$ cat config.mk
export PLATFORM = sky130hd
export DESIGN_NAME = setup_clock_multiplier_config
export DESIGN_NICKNAME = d
export VERILOG_FILES = /design/src/design/pll_wake_timer.v /design/src/design/setup_clock_multiplier_config.v
export VERILOG_INCLUDE_DIRS = /design/src /design/src/design
export SDC_FILE = /design/constraint.sdc
export NUM_CORES = 1
export LEC_CHECK = 0
export ABC_CLOCK_PERIOD_IN_PS = 1750
export BUFFER_PORTS_ARGS = -buffer_cell sky130_fd_sc_hd__buf_2
export CELL_PAD_IN_SITES_DETAIL_PLACEMENT = 1
export CELL_PAD_IN_SITES_GLOBAL_PLACEMENT = 1
export CORE_MARGIN = 8
export CORE_UTILIZATION = 40
export CTS_CLUSTER_SIZE = 40
export DETAILED_ROUTE_END_ITERATION = 8
export PLACE_DENSITY = 0.88
export RECOVER_POWER = 50
export SLEW_MARGIN = 15
export SYNTH_ARGS = -nofsm -noshare
export SYNTH_HDL_FRONTEND = slang
export SYNTH_SLANG_ARGS = --single-unit
$ cat constraint.sdc
create_clock -name clk -period 1.75 [get_ports clk]
set_input_delay 0.4375 -clock clk [delete_from_list [all_inputs] [get_ports clk]]
set_output_delay 0.4375 -clock clk [all_outputs]
set_load 0.03 [all_outputs]
$ cat src/design/setup_one_defs.vh
// Purpose: constants for the setup register and clock multiplier control
// Assumes: 250 MHz core clock
// Notes: register indexes are chosen values
`ifndef SETUP_ONE_DEFS_VH
`define SETUP_ONE_DEFS_VH
`define SETUP_ONE_ADDR 3'h7
`define CMD_ADDR 3'h1
`define CMD_RESTART 8'h18
`define BIT_FAST_READ 7
`define BIT_UNDEF 6
`define BIT_MULT_HI 5
`define BIT_MULT_LO 4
`define BIT_ENH 3
`define BIT_SKIP_SYNC 2
`define SETUP_ONE_RESET 8'h00
`define MULT_20MHZ 2'h0
`define MULT_40MHZ 2'h1
`define CLK_MHZ 250
`define PLL_LOCK_US 8000
`define PLL_LOCK_CYCLES (`PLL_LOCK_US * `CLK_MHZ)
`endif

$ cat src/design/pll_wake_timer.v
// Purpose: counts the multiplier lock time after a wake request
// Assumes: start is a one-cycle pulse
// Notes: locked stays high until reset
module pll_wake_timer #(
  parameter integer LOCK_CYCLES = 2000000
) (
  input wire clk,
  input wire reset,
  input wire ce,
  input wire start,
  output reg locked
);
  reg [31:0] count;
  reg running;
  always @(posedge clk) begin
    if (reset) begin
      count <= 32'h0;
      running <= 1'b0;
      locked <= 1'b0;
    end else if (ce) begin
      if (start && !running && !locked) begin
        running <= 1'b1;
        count <= 32'h0;
      end else if (running) begin
        if (count == LOCK_CYCLES - 1) begin
          running <= 1'b0;
          locked <= 1'b1;
        end else begin
          count <= count + 32'h1;
        end
      end
    end
  end
endmodule

$ cat src/design/setup_clock_multiplier_config.v
// Purpose: setup register with fast read, clock multiplier, enhanced and sync bits
// Assumes: host bus strobes are synchronous to clk and one cycle long
// Notes: core restart needs command restart code after the first multiplier change since reset
`include "setup_one_defs.vh"
module setup_clock_multiplier_config #(
  parameter integer LOCK_CYCLES = `PLL_LOCK_CYCLES
) (
  input wire clk,
  input wire reset,
  input wire ce,
  input wire [2:0] addr,
  input wire [7:0] wdata,
  input wire wr,
  input wire rd,
  input wire mux_bus,
  output reg [7:0] rdata,
  output reg fast_read_timing_sel,
  output reg fast_read_active,
  output reg clock_mult_sel_hi,
  output reg clock_mult_sel_lo,
  output reg enhanced_func_en,
  output reg skip_idle_sync,
  output reg mult_power_up,
  output reg mult_clk_40,
  output reg core_halted,
  output reg pll_locked
);
  localparam [2:0] ST_OFF = 3'b001;
  localparam [2:0] ST_WAKE = 3'b010;
  localparam [2:0] ST_RUN = 3'b100;
  // bits that carry a defined function in this block
  localparam [7:0] FIELD_MASK = (8'h01 << `BIT_FAST_READ) | (8'h01 << `BIT_MULT_HI) |
    (8'h01 << `BIT_MULT_LO) | (8'h01 << `BIT_ENH) | (8'h01 << `BIT_SKIP_SYNC);
  reg [7:0] setup_one_control;
  reg [7:0] next_setup;
  reg [2:0] state;
  reg [2:0] next_state;
  reg mult_changed;
  reg next_mult_changed;
  reg wake_pulse;
  reg next_wake_pulse;
  reg next_core_halted;
  reg [7:0] next_rdata;
  reg next_fast_read_timing_sel;
  reg next_fast_read_active;
  reg next_clock_mult_sel_hi;
  reg next_clock_mult_sel_lo;
  reg next_enhanced_func_en;
  reg next_skip_idle_sync;
  reg next_mult_power_up;
  reg next_mult_clk_40;
  reg next_pll_locked;
  wire lock_done;
  wire [7:0] field_now;
  wire setup_wr = ce && wr && (addr == `SETUP_ONE_ADDR);
  wire setup_rd = ce && rd && (addr == `SETUP_ONE_ADDR);
  wire cmd_wr = ce && wr && (addr == `CMD_ADDR);
  wire restart_cmd = cmd_wr && (wdata == `CMD_RESTART);
  wire [1:0] new_mult = {wdata[`BIT_MULT_HI], wdata[`BIT_MULT_LO]};
  wire [1:0] cur_mult = {setup_one_control[`BIT_MULT_HI], setup_one_control[`BIT_MULT_LO]};
  // only the first multiplier change after reset counts; further ones are still stored but do not re-halt
  wire mult_change = setup_wr && (new_mult != cur_mult) && !mult_changed;
  // reserved codes wake the multiplier too, but never select 40 MHz
  wire wake_request = mult_change && (new_mult != `MULT_20MHZ);

  // bit 6 and the low bits are stored but drive no field output
  genvar b;
  generate
    for (b = 0; b < 8; b = b + 1) begin : g_field
      assign field_now[b] = FIELD_MASK[b] & setup_one_control[b];
    end
  endgenerate

  pll_wake_timer #(.LOCK_CYCLES(LOCK_CYCLES)) u_timer (
    .clk(clk),
    .reset(reset),
    .ce(ce),
    .start(wake_pulse),
    .locked(lock_done)
  );

  // next value of the stored register, halt flag and wake sequence
  always @* begin
    next_setup = setup_one_control;
    next_mult_changed = mult_changed;
    // the start pulse lasts one cycle so the timer arms once
    next_wake_pulse = 1'b0;
    next_core_halted = core_halted;
    next_state = state;
    if (setup_wr) begin
      next_setup = wdata;
    end
    if (mult_change) begin
      next_mult_changed = 1'b1;
    end
    if (mult_change) begin
      next_core_halted = 1'b1;
    end else if (restart_cmd) begin
      // restart on command code
      // restart does not wait for lock; the host keeps the settle time
      next_core_halted = 1'b0;
    end
    case (state)
      ST_OFF: begin
        if (wake_request) begin
          next_state = ST_WAKE;
          next_wake_pulse = 1'b1;
        end
      end
      ST_WAKE: begin
        // the timer owns the lock count; wait for its flag
        if (lock_done) begin
          next_state = ST_RUN;
        end
      end
      ST_RUN: begin
        next_state = ST_RUN;
      end
      default: begin
        next_state = ST_OFF;
      end
    endcase
  end

  always @(posedge clk) begin
    if (reset) begin
      setup_one_control <= `SETUP_ONE_RESET;
      mult_changed <= 1'b0;
      wake_pulse <= 1'b0;
      core_halted <= 1'b0;
      state <= ST_OFF;
    end else if (ce) begin
      setup_one_control <= next_setup;
      mult_changed <= next_mult_changed;
      wake_pulse <= next_wake_pulse;
      core_halted <= next_core_halted;
      state <= next_state;
    end
  end

  // next values of the registered outputs
  always @* begin
    next_rdata = rdata;
    if (setup_rd) begin
      next_rdata = setup_one_control;
    end
    next_fast_read_timing_sel = field_now[`BIT_FAST_READ];
    next_fast_read_active = field_now[`BIT_FAST_READ] && !mux_bus;
    next_clock_mult_sel_hi = field_now[`BIT_MULT_HI];
    next_clock_mult_sel_lo = field_now[`BIT_MULT_LO];
    next_enhanced_func_en = field_now[`BIT_ENH];
    next_skip_idle_sync = field_now[`BIT_SKIP_SYNC];
    next_mult_power_up = (state != ST_OFF);
    // 40 MHz only for code 01 once locked
    next_mult_clk_40 = (state == ST_RUN) && (cur_mult == `MULT_40MHZ);
    next_pll_locked = (state == ST_RUN);
  end

  // read data holds until the next read of this register
  always @(posedge clk) begin
    if (reset) begin
      rdata <= 8'h00;
    end else if (ce) begin
      rdata <= next_rdata;
    end
  end

  // field outputs mirror the stored register one cycle later; fast_read_active also needs mux_bus low
  always @(posedge clk) begin
    if (reset) begin
      fast_read_timing_sel <= 1'b0;
      fast_read_active <= 1'b0;
      clock_mult_sel_hi <= 1'b0;
      clock_mult_sel_lo <= 1'b0;
      enhanced_func_en <= 1'b0;
      skip_idle_sync <= 1'b0;
    end else if (ce) begin
      fast_read_timing_sel <= next_fast_read_timing_sel;
      fast_read_active <= next_fast_read_active;
      clock_mult_sel_hi <= next_clock_mult_sel_hi;
      clock_mult_sel_lo <= next_clock_mult_sel_lo;
      enhanced_func_en <= next_enhanced_func_en;
      skip_idle_sync <= next_skip_idle_sync;
    end
  end

  // status outputs follow the wake sequence
  always @(posedge clk) begin
    if (reset) begin
      mult_power_up <= 1'b0;
      mult_clk_40 <= 1'b0;
      pll_locked <= 1'b0;
    end else if (ce) begin
      mult_power_up <= next_mult_power_up;
      mult_clk_40 <= next_mult_clk_40;
      pll_locked <= next_pll_locked;
    end
  end
endmodule

Yosys cells after proc, flatten, opt, wreduce, memory -nomap -nowiden
Cells that the tools add are included.
W data, S select, Z words.

word-level totals
  flip-flop bits (word level) = 65
  input port bits = 17
  output and inout port bits = 18
  word-level logic and storage cells = 73

operators by class
  $add $sub $neg = 1
  eq/ne operators = 13
  mux-type cells = 13
  bitwise gates (word level) = 1
  reductions and logical operators = 27

operators with widths
  operator                 number
  $mux W32                 3
  $add A32 B1 Y32 const B  1
  $eq A32 B21 Y1 const B   1
  $logic_and A1 B1 Y1      13
  $pmux W3 S3              1
  $eq A8 B5 Y1 const B     1
  $reduce_and A2 Y1        4
  $mux W1                  7
  $eq A3 B1 Y1 const B     2
  $eq A3 B3 Y1 const B     2
  $mux W3                  2
  $reduce_and A3 Y1        2
  $reduce_bool A2 Y1       3
  $logic_not A1 Y1         4
  $ne A2 B1 Y1 const B     2
  $reduce_and A4 Y1        1
  $eq A3 B2 Y1 const B     1
  $ne A3 B1 Y1 const B     1
  $eq A2 B1 Y1 const B     1
  $ne A2 B2 Y1             1
  $ne A2 B2 Y1 const B     1
  $not A1 Y1               1

Depth between registers and ports, before layout
Gate-level depths: netlist of run 1.

  depth after elaboration = 7
  mapped depth = 7
  gate-level depth less buffers = 6

Modules after synthesis
Synthesis of run 1 repeated with hierarchy kept, for this count alone.

unflattened totals
  cell total of the unflattened synthesis = 383
  area total of the unflattened synthesis = 3188.1 um^2

by module, submodules not included
  module                         times used  cells each  area an instance (um^2)  seq. area each (um^2)
  pll_wake_timer                 1           239         1910.6                   680.7
  setup_clock_multiplier_config  1           144         1277.5                   620.6

Worst setup path before layout of run 1
OpenSTA, ideal clock, no wires.

  path type = flip-flop to flip-flop
  start = reg u_timer.count[0]
  end = reg u_timer.count[27]
  library setup time = 124 ps
  arrival time = 1815 ps
  data required time = 1626 ps
  setup slack = -189 ps
  stages on the path, launching flop included = 8
  buffers on the path = 1
  clock period less this slack = 1939 ps
  cells stage by stage = dfxtp_1 > ha_1 > nand2_1 > or3_4 > o31ai_4 > buf_6 > nor3_1 > mux2i_1

between the ends
  word-level cells in the longest chain between the ends = 4
  elaborated cells between the ends (all ways) = 7
  those cells by class = add/sub (1); eq/ne (2); mux (3); reduce/logical (1)

ends and longest elaborated chain
  item                      line                 source
  start: declaration        pll_wake_timer.v:13  reg [31:0] count;
  start signal: assignment  pll_wake_timer.v:29  count <= count + 32'h1;
  $add A32 B1 Y32           pll_wake_timer.v:29
  $mux W32                  pll_wake_timer.v:25  if (count == LOCK_CYCLES - 1) begin
  $mux W32                  pll_wake_timer.v:24  end else if (running) begin
  $mux W32                  pll_wake_timer.v:21  if (start && !running && !locked) begin

Parallel ways exist; a longest one is shown, timed or not. The select of a mux whose other input is x is not followed.
A chain may end at the register's enable or synchronous reset.

Worst setup path in the final report of run 1
  start = reg u_timer.count[23]
  end = reg u_timer.count[1]

between the ends
  word-level cells in the longest chain between the ends = 3

ends and longest elaborated chain
  item                                line
  $eq A32 B21 Y1                      pll_wake_timer.v:25
  $ne A2 B1 Y1 (no source line)       -
  $reduce_and A3 Y1 (no source line)  -

No other way between the ends.

==> results of run 1 <==
-- flip-flops by register name, summed over array words and instances (netlist names), 3 cells and up --
signal	flops
rdata	8
state	3
setup_one_control	8
u_timer.count	32
-- per-stage QoR --
| stage | hold WS, ns | setup TNS [ns] |
|---|---|---|
| 2_1_floorplan | 0.4427 | 0 |
| 3_3_place_gp | 0.4502 | -1.405 |
| 3_5_place_dp | 0.4590 | -3.073 |
| 4_1_cts | 0.3287 | -2.087 |
| 5_1_grt | 0.3372 | -7.267 |
| 6_report | 0.3436 | -5.997 |
-- routing by layer --
layer	routed length [microns]	vias to the layer above	GRT usage (%)
li1	-	1624	-
met1	5541	1829	24.55
met2	7884	187	44.66
met3	818	83	5.283
met4	1056	0	14.58
met5	0	-	0
-- tightest hold or removal path, delay by kind of cell --
family / cells / cell delay (ns)
buffers and inverters: 1 / 0.09
multiplexers: 1 / 0.06
AND/OR/NAND/NOR: 1 / 0.08
-- final timing paths --
path / start / endpoint / slack (ns)
hold reg to reg: mult_clk_40$_SDFFE_PP0P_ / mult_clk_40$_SDFFE_PP0P_ / 0.48
setup reg to reg: u_timer.count[23]$_SDFFE_PP0P_ / u_timer.count[1]$_SDFFE_PP0P_ / -0.32
setup / recovery: u_timer.count[23]$_SDFFE_PP0P_ / u_timer.count[1]$_SDFFE_PP0P_ / -0.32
hold / removal: wdata[3] / setup_one_control[3]$_SDFFE_PP0P_ / 0.34
-- power by group --
group / internal (W) / switching, W / total [W]
logic: 0.0000749 / 0.000125 / 0.000200
clock network: 0.000686 / 0.000623 / 0.00131
registers: 0.00148 / 0.0000110 / 0.00149
-- area by class of cell --
class	instances	area, sq um	share of cell area, %
multi-input combinational	274	2019	42.55
timing repair buffer	136	1045	22.01
clock buffer	10	137.6	2.900
tap	102	127.6	2.689
inverter	5	18.77	0.3955
clock inverter	6	57.56	1.213
sequential	65	1340	28.24
-- placed cells by master (no fill, tap or decap), drive strengths merged, types with 4 or more instances in the layout --
cell      n
or4       7
a21oi    24
nand4b    6
nand2    31
and3      7
nand3    16
or2       5
buf     132
dfxtp    65
o31ai     4
clkinv    4
clkbuf   14
nor4b     4
o211ai    9
or3       5
nor2     42
o21ai    10
a31oi    12
nand4    14
inv       5
nor4      7
nor3     13
mux2i    25
-- timing repair --
item,4_1_cts,5_1_grt
setup buffers,9,18
hold buffers,0,0
pin swaps,28,28
resized for setup,36,46
endpoints found under the hold margin,0,0
setup endpoints to repair,27,32
gates cloned,1,0
-- cell families after synthesis --
logic type	synth area share (%)
flip-flops	41.24
adder cells (fa/ha/maj)	0.3964
multiplexers	7.930
AO/OA/AOI/OAI	15.98
buffers and inverters	3.489
AND/OR/NAND/NOR	30.13
XOR/XNOR	0.8328
==> summary.txt, run 1 <==
Setup path
  • Critical Path RT: 2.02 ns
  • Worst Reg-to-Reg Cells: 9
  • Arr. time, crit path: 2.34 ns
  • Cell Chain, Critical Path: nor4b_2 > nand3_1 > buf_4 > o31ai_4 > buf_6 > buf_12 > buf_6 > nand3_2 > a21oi_1
  • Largest delay share family, worst path: simple AND/OR/NAND/NOR gates
  • CP bufs+invs: 4
  • CP Max Fanout: 6
  • Largest stage delay, worst path: 0.39 ns
  • Critical path's most frequent cell: buf_6
  • Worst path slowest cell: nor4b_2
  • Stages on worst setup path: 9
  • Worst setup SP type: register
  • Worst setup path class: reg2reg
  • CP Capture Type: register

Synthesis
  • Unique masters post-synth: 52
  • Count leader, synth: dfxtp_1
  • Leading post-synthesis cells by cell area: dfxtp_1 41%, mux2i_1 7.9%, nor2_1 4.9%, a21oi_1 3.8%, nand2_1 3.7%
  • Synth Warn #: 0
  • Ys async rst share: 0%
  • Post-Synthesis Net Count: 383
  • Seq/Total Area, Yosys: 41.24%
  • Post-synth top area share: 41.24%
  • Post-synth EDFFs: 0
  • Avg Cell Area, Syn: 8.645 sq um
  • Yosys reg bits: 65
  • Dominant synthesized flop cell: dfxtp_1
  • Top cells by count, synth: 65 x dfxtp_1, 41 x nor2_1, 31 x nand2_1
  • Synthesized instance count: 365
  • Area leader, netlist: dfxtp_1
  • Mapped Area: 0.003156 sq mm

Timing
  • Final Hold Fails: 0
  • Period utilization: 118.2%
  • Clock Skews: 0.008663 ns
  • Rel. slew slack: 28.24%
  • Period minus WS final: 2.069 ns
  • Fmax: 483.3 MHz
  • Slew Limit Fails: 0
  • RSZ-0062 raised after global routing: yes
  • Setup ws final: -0.3191 ns
  • # setup viols final: 31
  • Slew @ Worst Pin: 1.076 ns

Run
  • Maxcap violations: 0

Clock network
  • TritonCTS buffer count: 9
  • Clock Root Buffer: clkbuf_8
  • Reg clk slew, reported paths: 0.07 ns
  • H-tree depth: 3
  • Clk_lat worst skew: 0.36 ns
  • CTS tree: built
  • Clk buf depth: 2
  • CTS sink cnt: 65

Global route
  • Initial antenna violation count: 0
  • First-pass GRT wire length: 21.08 mm
  • Total gr overflow: 0
  • Vias in the first global route: 3885
  • Largest net degree at the start of global routing: 21
  • Total GRT Usage: 24.27%

Placed design
  • Area after DPL: 0.003981 sq mm
  • Placed insts: 555
  • I/O Buffers: 34
  • Hpwl dp: 8.548 mm
  • Place WS: -0.2071 ns
  • Final GP Congestion: 0.8626

Worst hold path
  • HP Class: in2reg
  • Hold Path Cell Cnt: 3

Route
  • Drt drc: 0
  • First DRT Iteration DRCs: 220
  • Drt pass-1 iters: 5
  • Via count: 3723
  • Routed wire length: 15.30 mm
  • DRT antenna net count: 0
  • Wire per inst: 25.59 microns
  • Avg Vias per Cell: 6.226

Die
  • Die outline width: 104.8 microns
  • Die Area: 0.01099 sq mm
  • Ports: 35
  • CORE AREA: 0.007687 sq mm
  • Vert. Die Dim: 104.8 microns
  • Starting Density: 41.05%
  • Row count: 32

Finish
  • Filler instances: 892
  • Share of cells above drive strength 1: 44.56%
  • Final Net Count: 509
  • Number of diodes: 0
  • Layout area overhead: 50.40%
  • Final Instance Area: 0.004746 sq mm
  • Utilization after layout: 61.73%
  • Fin cells: 598

Run status
  • Violated checks: setup timing
  • Outcome: finished with violations

Power
  • Maximum vdd ir drop: 0.0005204 V
  • Power Dens Cells: 632.7 mW/mm^2
  • Total power: 0.003003 W
  • LEAKAGE: 1.895 nW
Power figures use the tool's default switching activity.
==> run 2, diff against run 1 <==
--- a/config.mk
+++ b/config.mk
@@ -16,7 +16,9 @@
 export DETAILED_ROUTE_END_ITERATION = 8
 export PLACE_DENSITY = 0.88
 export RECOVER_POWER = 50
+export SETUP_SLACK_MARGIN = 0.4
 export SLEW_MARGIN = 15
 export SYNTH_ARGS = -nofsm -noshare
 export SYNTH_HDL_FRONTEND = slang
 export SYNTH_SLANG_ARGS = --single-unit
+export TNS_END_PERCENT = 50
==> run 2 against run 1 <==
Net effect:
- the run still ends with setup timing left
- wire length up 11%
- first-iteration DRC count up 39%
- highest routed layer unchanged
- clock skew up 0.0070 ns
- non-clock buffer count down 9
- count of clock-buffer cells in the layout down 1
- critical endpoint is now u_timer.count[7]$_SDFFE_PP0P_
==> summary.txt, run 2 (synthesis results as in run 1) <==
Setup path
  • CP Max Fanout: 11 (+5)
  • Worst Reg-to-Reg Cells: 7 (-2)
  • Worst path slowest cell: nor4b_4
  • Reg2reg end: u_timer.count[7]$_SDFFE_PP0P_
  • Arr. time, crit path: 2.27 ns (-0.07 ns)
  • Stages on worst setup path: 7 (-2)
  • Crit path from: u_timer.count[23]$_SDFFE_PP0P_
  • Largest stage delay, worst path: 0.40 ns (about the same)
  • Setup crit end: u_timer.count[7]$_SDFFE_PP0P_
  • R2R setup slack: -0.29 ns (+0.03 ns)
  • Worst setup path class: reg2reg
  • CP Capture Type: register
  • CP bufs+invs: 2 (-2)
  • Worst setup SP type: register
  • Largest delay share family, worst path: simple AND/OR/NAND/NOR gates
  • Cell Chain, Critical Path: nor4b_4 > nand3_2 > buf_4 > o31ai_4 > buf_6 > o211ai_1 > o41ai_1
  • Critical Path RT: 1.97 ns (-0.05 ns)
  • Launching point of the worst reg2reg path: u_timer.count[23]$_SDFFE_PP0P_

Finish
  • Share of cells above drive strength 1: 49.49% (+4.9 points)
  • Layout area overhead: 57.10%
  • Filler instances: 837 (-6.2%)
  • Largest register FFs: 32 (unchanged)
  • Top flop regs: u_timer.count x32, rdata x8, setup_one_control x8
  • Number of diodes: 0 (unchanged)
  • Biggest register: u_timer.count
  • Final Net Count: 500 (-1.8%)
  • Commonest non-fill, non-tap cell in the layout: buf_4
  • Fin cells: 589 (-1.5%)
  • Commonest non-fill, non-tap cells in the layout: 74 x buf_4, 38 x nor2_1, 35 x dfxtp_1

Route
  • Via count: 3910 (+5.0%)
  • Routed wire length: 16.92 mm (+11%)
  • Avg Vias per Cell: 6.638 (+6.6%)
  • Drt pass-1 iters: 5 (unchanged)
  • DRT antenna net count: 0 (unchanged)
  • Drt drc: 0 (unchanged)
  • Wire per inst: 28.73 microns (+12%)
  • First DRT Iteration DRCs: 306 (+39%)

Clock network
  • H-tree depth: 3 (unchanged)
  • Clock Root Buffer: clkbuf_8
  • TritonCTS buffer count: 9 (unchanged)
  • Reg clk slew, reported paths: 0.10 ns (+0.03 ns)
  • CTS sink cnt: 65 (unchanged)
  • Clk buf depth: 2 (unchanged)
  • Clk_lat worst skew: 0.37 ns (about the same)
  • CTS tree: built
  • Hold buffers post-CTS: 0 (unchanged)

Timing
  • Period utilization: 116.7% (-1.5 points)
  • Period minus WS final: 2.042 ns (-0.02672 ns)
  • Final Hold Fails: 0 (unchanged)
  • Slew Limit Fails: 0 (unchanged)
  • Rel. slew slack: 63.94% (+36 points)
  • RSZ-0062 raised after global routing: yes
  • Slew @ Worst Pin: 0.5398 ns (-0.5365 ns)
  • Fmax: 489.6 MHz (+1.3%)
  • Clock Skews: 0.01571 ns (+0.007050 ns)
  • # setup viols final: 35 (+13%)
  • Setup ws final: -0.2924 ns (+0.02672 ns)

Global route
  • Total gr overflow: 0 (unchanged)
  • First-pass GRT wire length: 22.90 mm (+8.6%)
  • Vias in the first global route: 4127 (+6.2%)
  • Largest net degree at the start of global routing: 35 (+67%)
  • Total GRT Usage: 26.20% (+1.9 points)
  • Initial antenna violation count: 0 (unchanged)

Power
  • Power Dens Cells: 632.3 mW/mm^2 (about the same)
  • Maximum vdd ir drop: 0.0006998 V (+34%)
  • LEAKAGE: 1.906 nW (+0.60%)

Placed design
  • I/O Buffers: 34 (unchanged)
  • Hpwl dp: 8.212 mm (-3.9%)
  • Place WS: -0.2637 ns (-0.05653 ns)
  • Final GP Congestion: 0.8868 (+2.8%)
  • Placed insts: 543 (-2.2%)

Die
  • Row count: 32 (unchanged)
  • CORE AREA: 0.007687 sq mm (unchanged)
  • Starting Density: 41.05% (unchanged)
  • Vert. Die Dim: 104.8 microns (unchanged)
  • Ports: 35 (unchanged)
  • Die outline width: 104.8 microns (unchanged)
  • Die Area: 0.01099 sq mm (unchanged)

Run status
  • Outcome: finished with violations
  • Violated checks: setup timing

Run
  • Maxcap violations: 0 (unchanged)

Worst hold path
  • HP Class: in2reg
[run 2: metrics by stage]
| step | total power [W] | utilization (%) | setup TNS (ns) | cell area [sq um] | hold slack, ns |
|---|---|---|---|---|---|
| after floorplan | 0.001619 | - | 0 | 3307 | 0.4427 |
| after global placement | 0.001690 | 52.02 | -3.684 | 3999 | 0.4501 |
| after detailed placement | 0.001698 | 52.02 | -4.582 | 3999 | 0.4670 |
| after CTS | 0.003052 | 60.29 | -0.8450 | 4634 | 0.3248 |
| after global routing | 0.003213 | 64.49 | -7.094 | 4957 | 0.3459 |
| final | 0.003135 | 64.49 | -5.128 | 4957 | 0.3350 |
[run 2: layer usage]
metal	GRT usage, %	wire [microns]	vias up
met5	0	0	-
met4	17.43	1021	0
met3	6.634	1286	87
met2	45.43	8547	267
met1	27.60	6067	1939
li1	-	-	1617
[run 2: timing repair]
action	4_1_cts	5_1_grt
setup buffers	20	10
endpoints found under the setup margin	56	52
resized for setup	70	75
pin swaps	45	23
[run 2: worst min path at each step]
stage | startpoint | endpoint | depth (start not counted)
finish | wdata[6] | setup_one_control[6]$_SDFFE_PP0P_ | 3
detailed placement | mult_clk_40$_SDFFE_PP0P_ | mult_clk_40$_SDFFE_PP0P_ | 2
CTS | wdata[2] | setup_one_control[2]$_SDFFE_PP0P_ | 3
global route | wdata[6] | setup_one_control[6]$_SDFFE_PP0P_ | 3
global placement | mult_clk_40$_SDFFE_PP0P_ | mult_clk_40$_SDFFE_PP0P_ | 2
floorplan | u_timer.count[31]$_SDFFE_PP0P_ | u_timer.count[31]$_SDFFE_PP0P_ | 2
[run 2: worst register-to-register path, cell delays in order (launching register included)]
cell and delay (ns):
dfxtp_1 0.37, nor4b_4 0.40, nand3_2 0.19, buf_4 0.18
o31ai_4 0.26, buf_6 0.21, o211ai_1 0.16, o41ai_1 0.11
[run 2: report_power, final]
group | total, W | switching [W] | internal [W]
clock network | 0.00144 | 0.000749 | 0.000687
logic | 0.000215 | 0.000133 | 0.0000815
registers | 0.00148 | 0.0000147 | 0.00147
[run 2: final cells by class]
| cell class | count | area, sq um | share of cell area, % |
|---|---|---|---|
| Clock inverter | 7 | 82.58 | 1.666 |
| Clock buffer | 9 | 123.9 | 2.499 |
| Inverter | 5 | 18.77 | 0.3786 |
| Sequential cell | 65 | 1371 | 27.66 |
| Timing Repair Buffer | 127 | 1074 | 21.66 |
| Multi-Input combinational cell | 274 | 2160 | 43.56 |
| Tap cell | 102 | 127.6 | 2.574 |
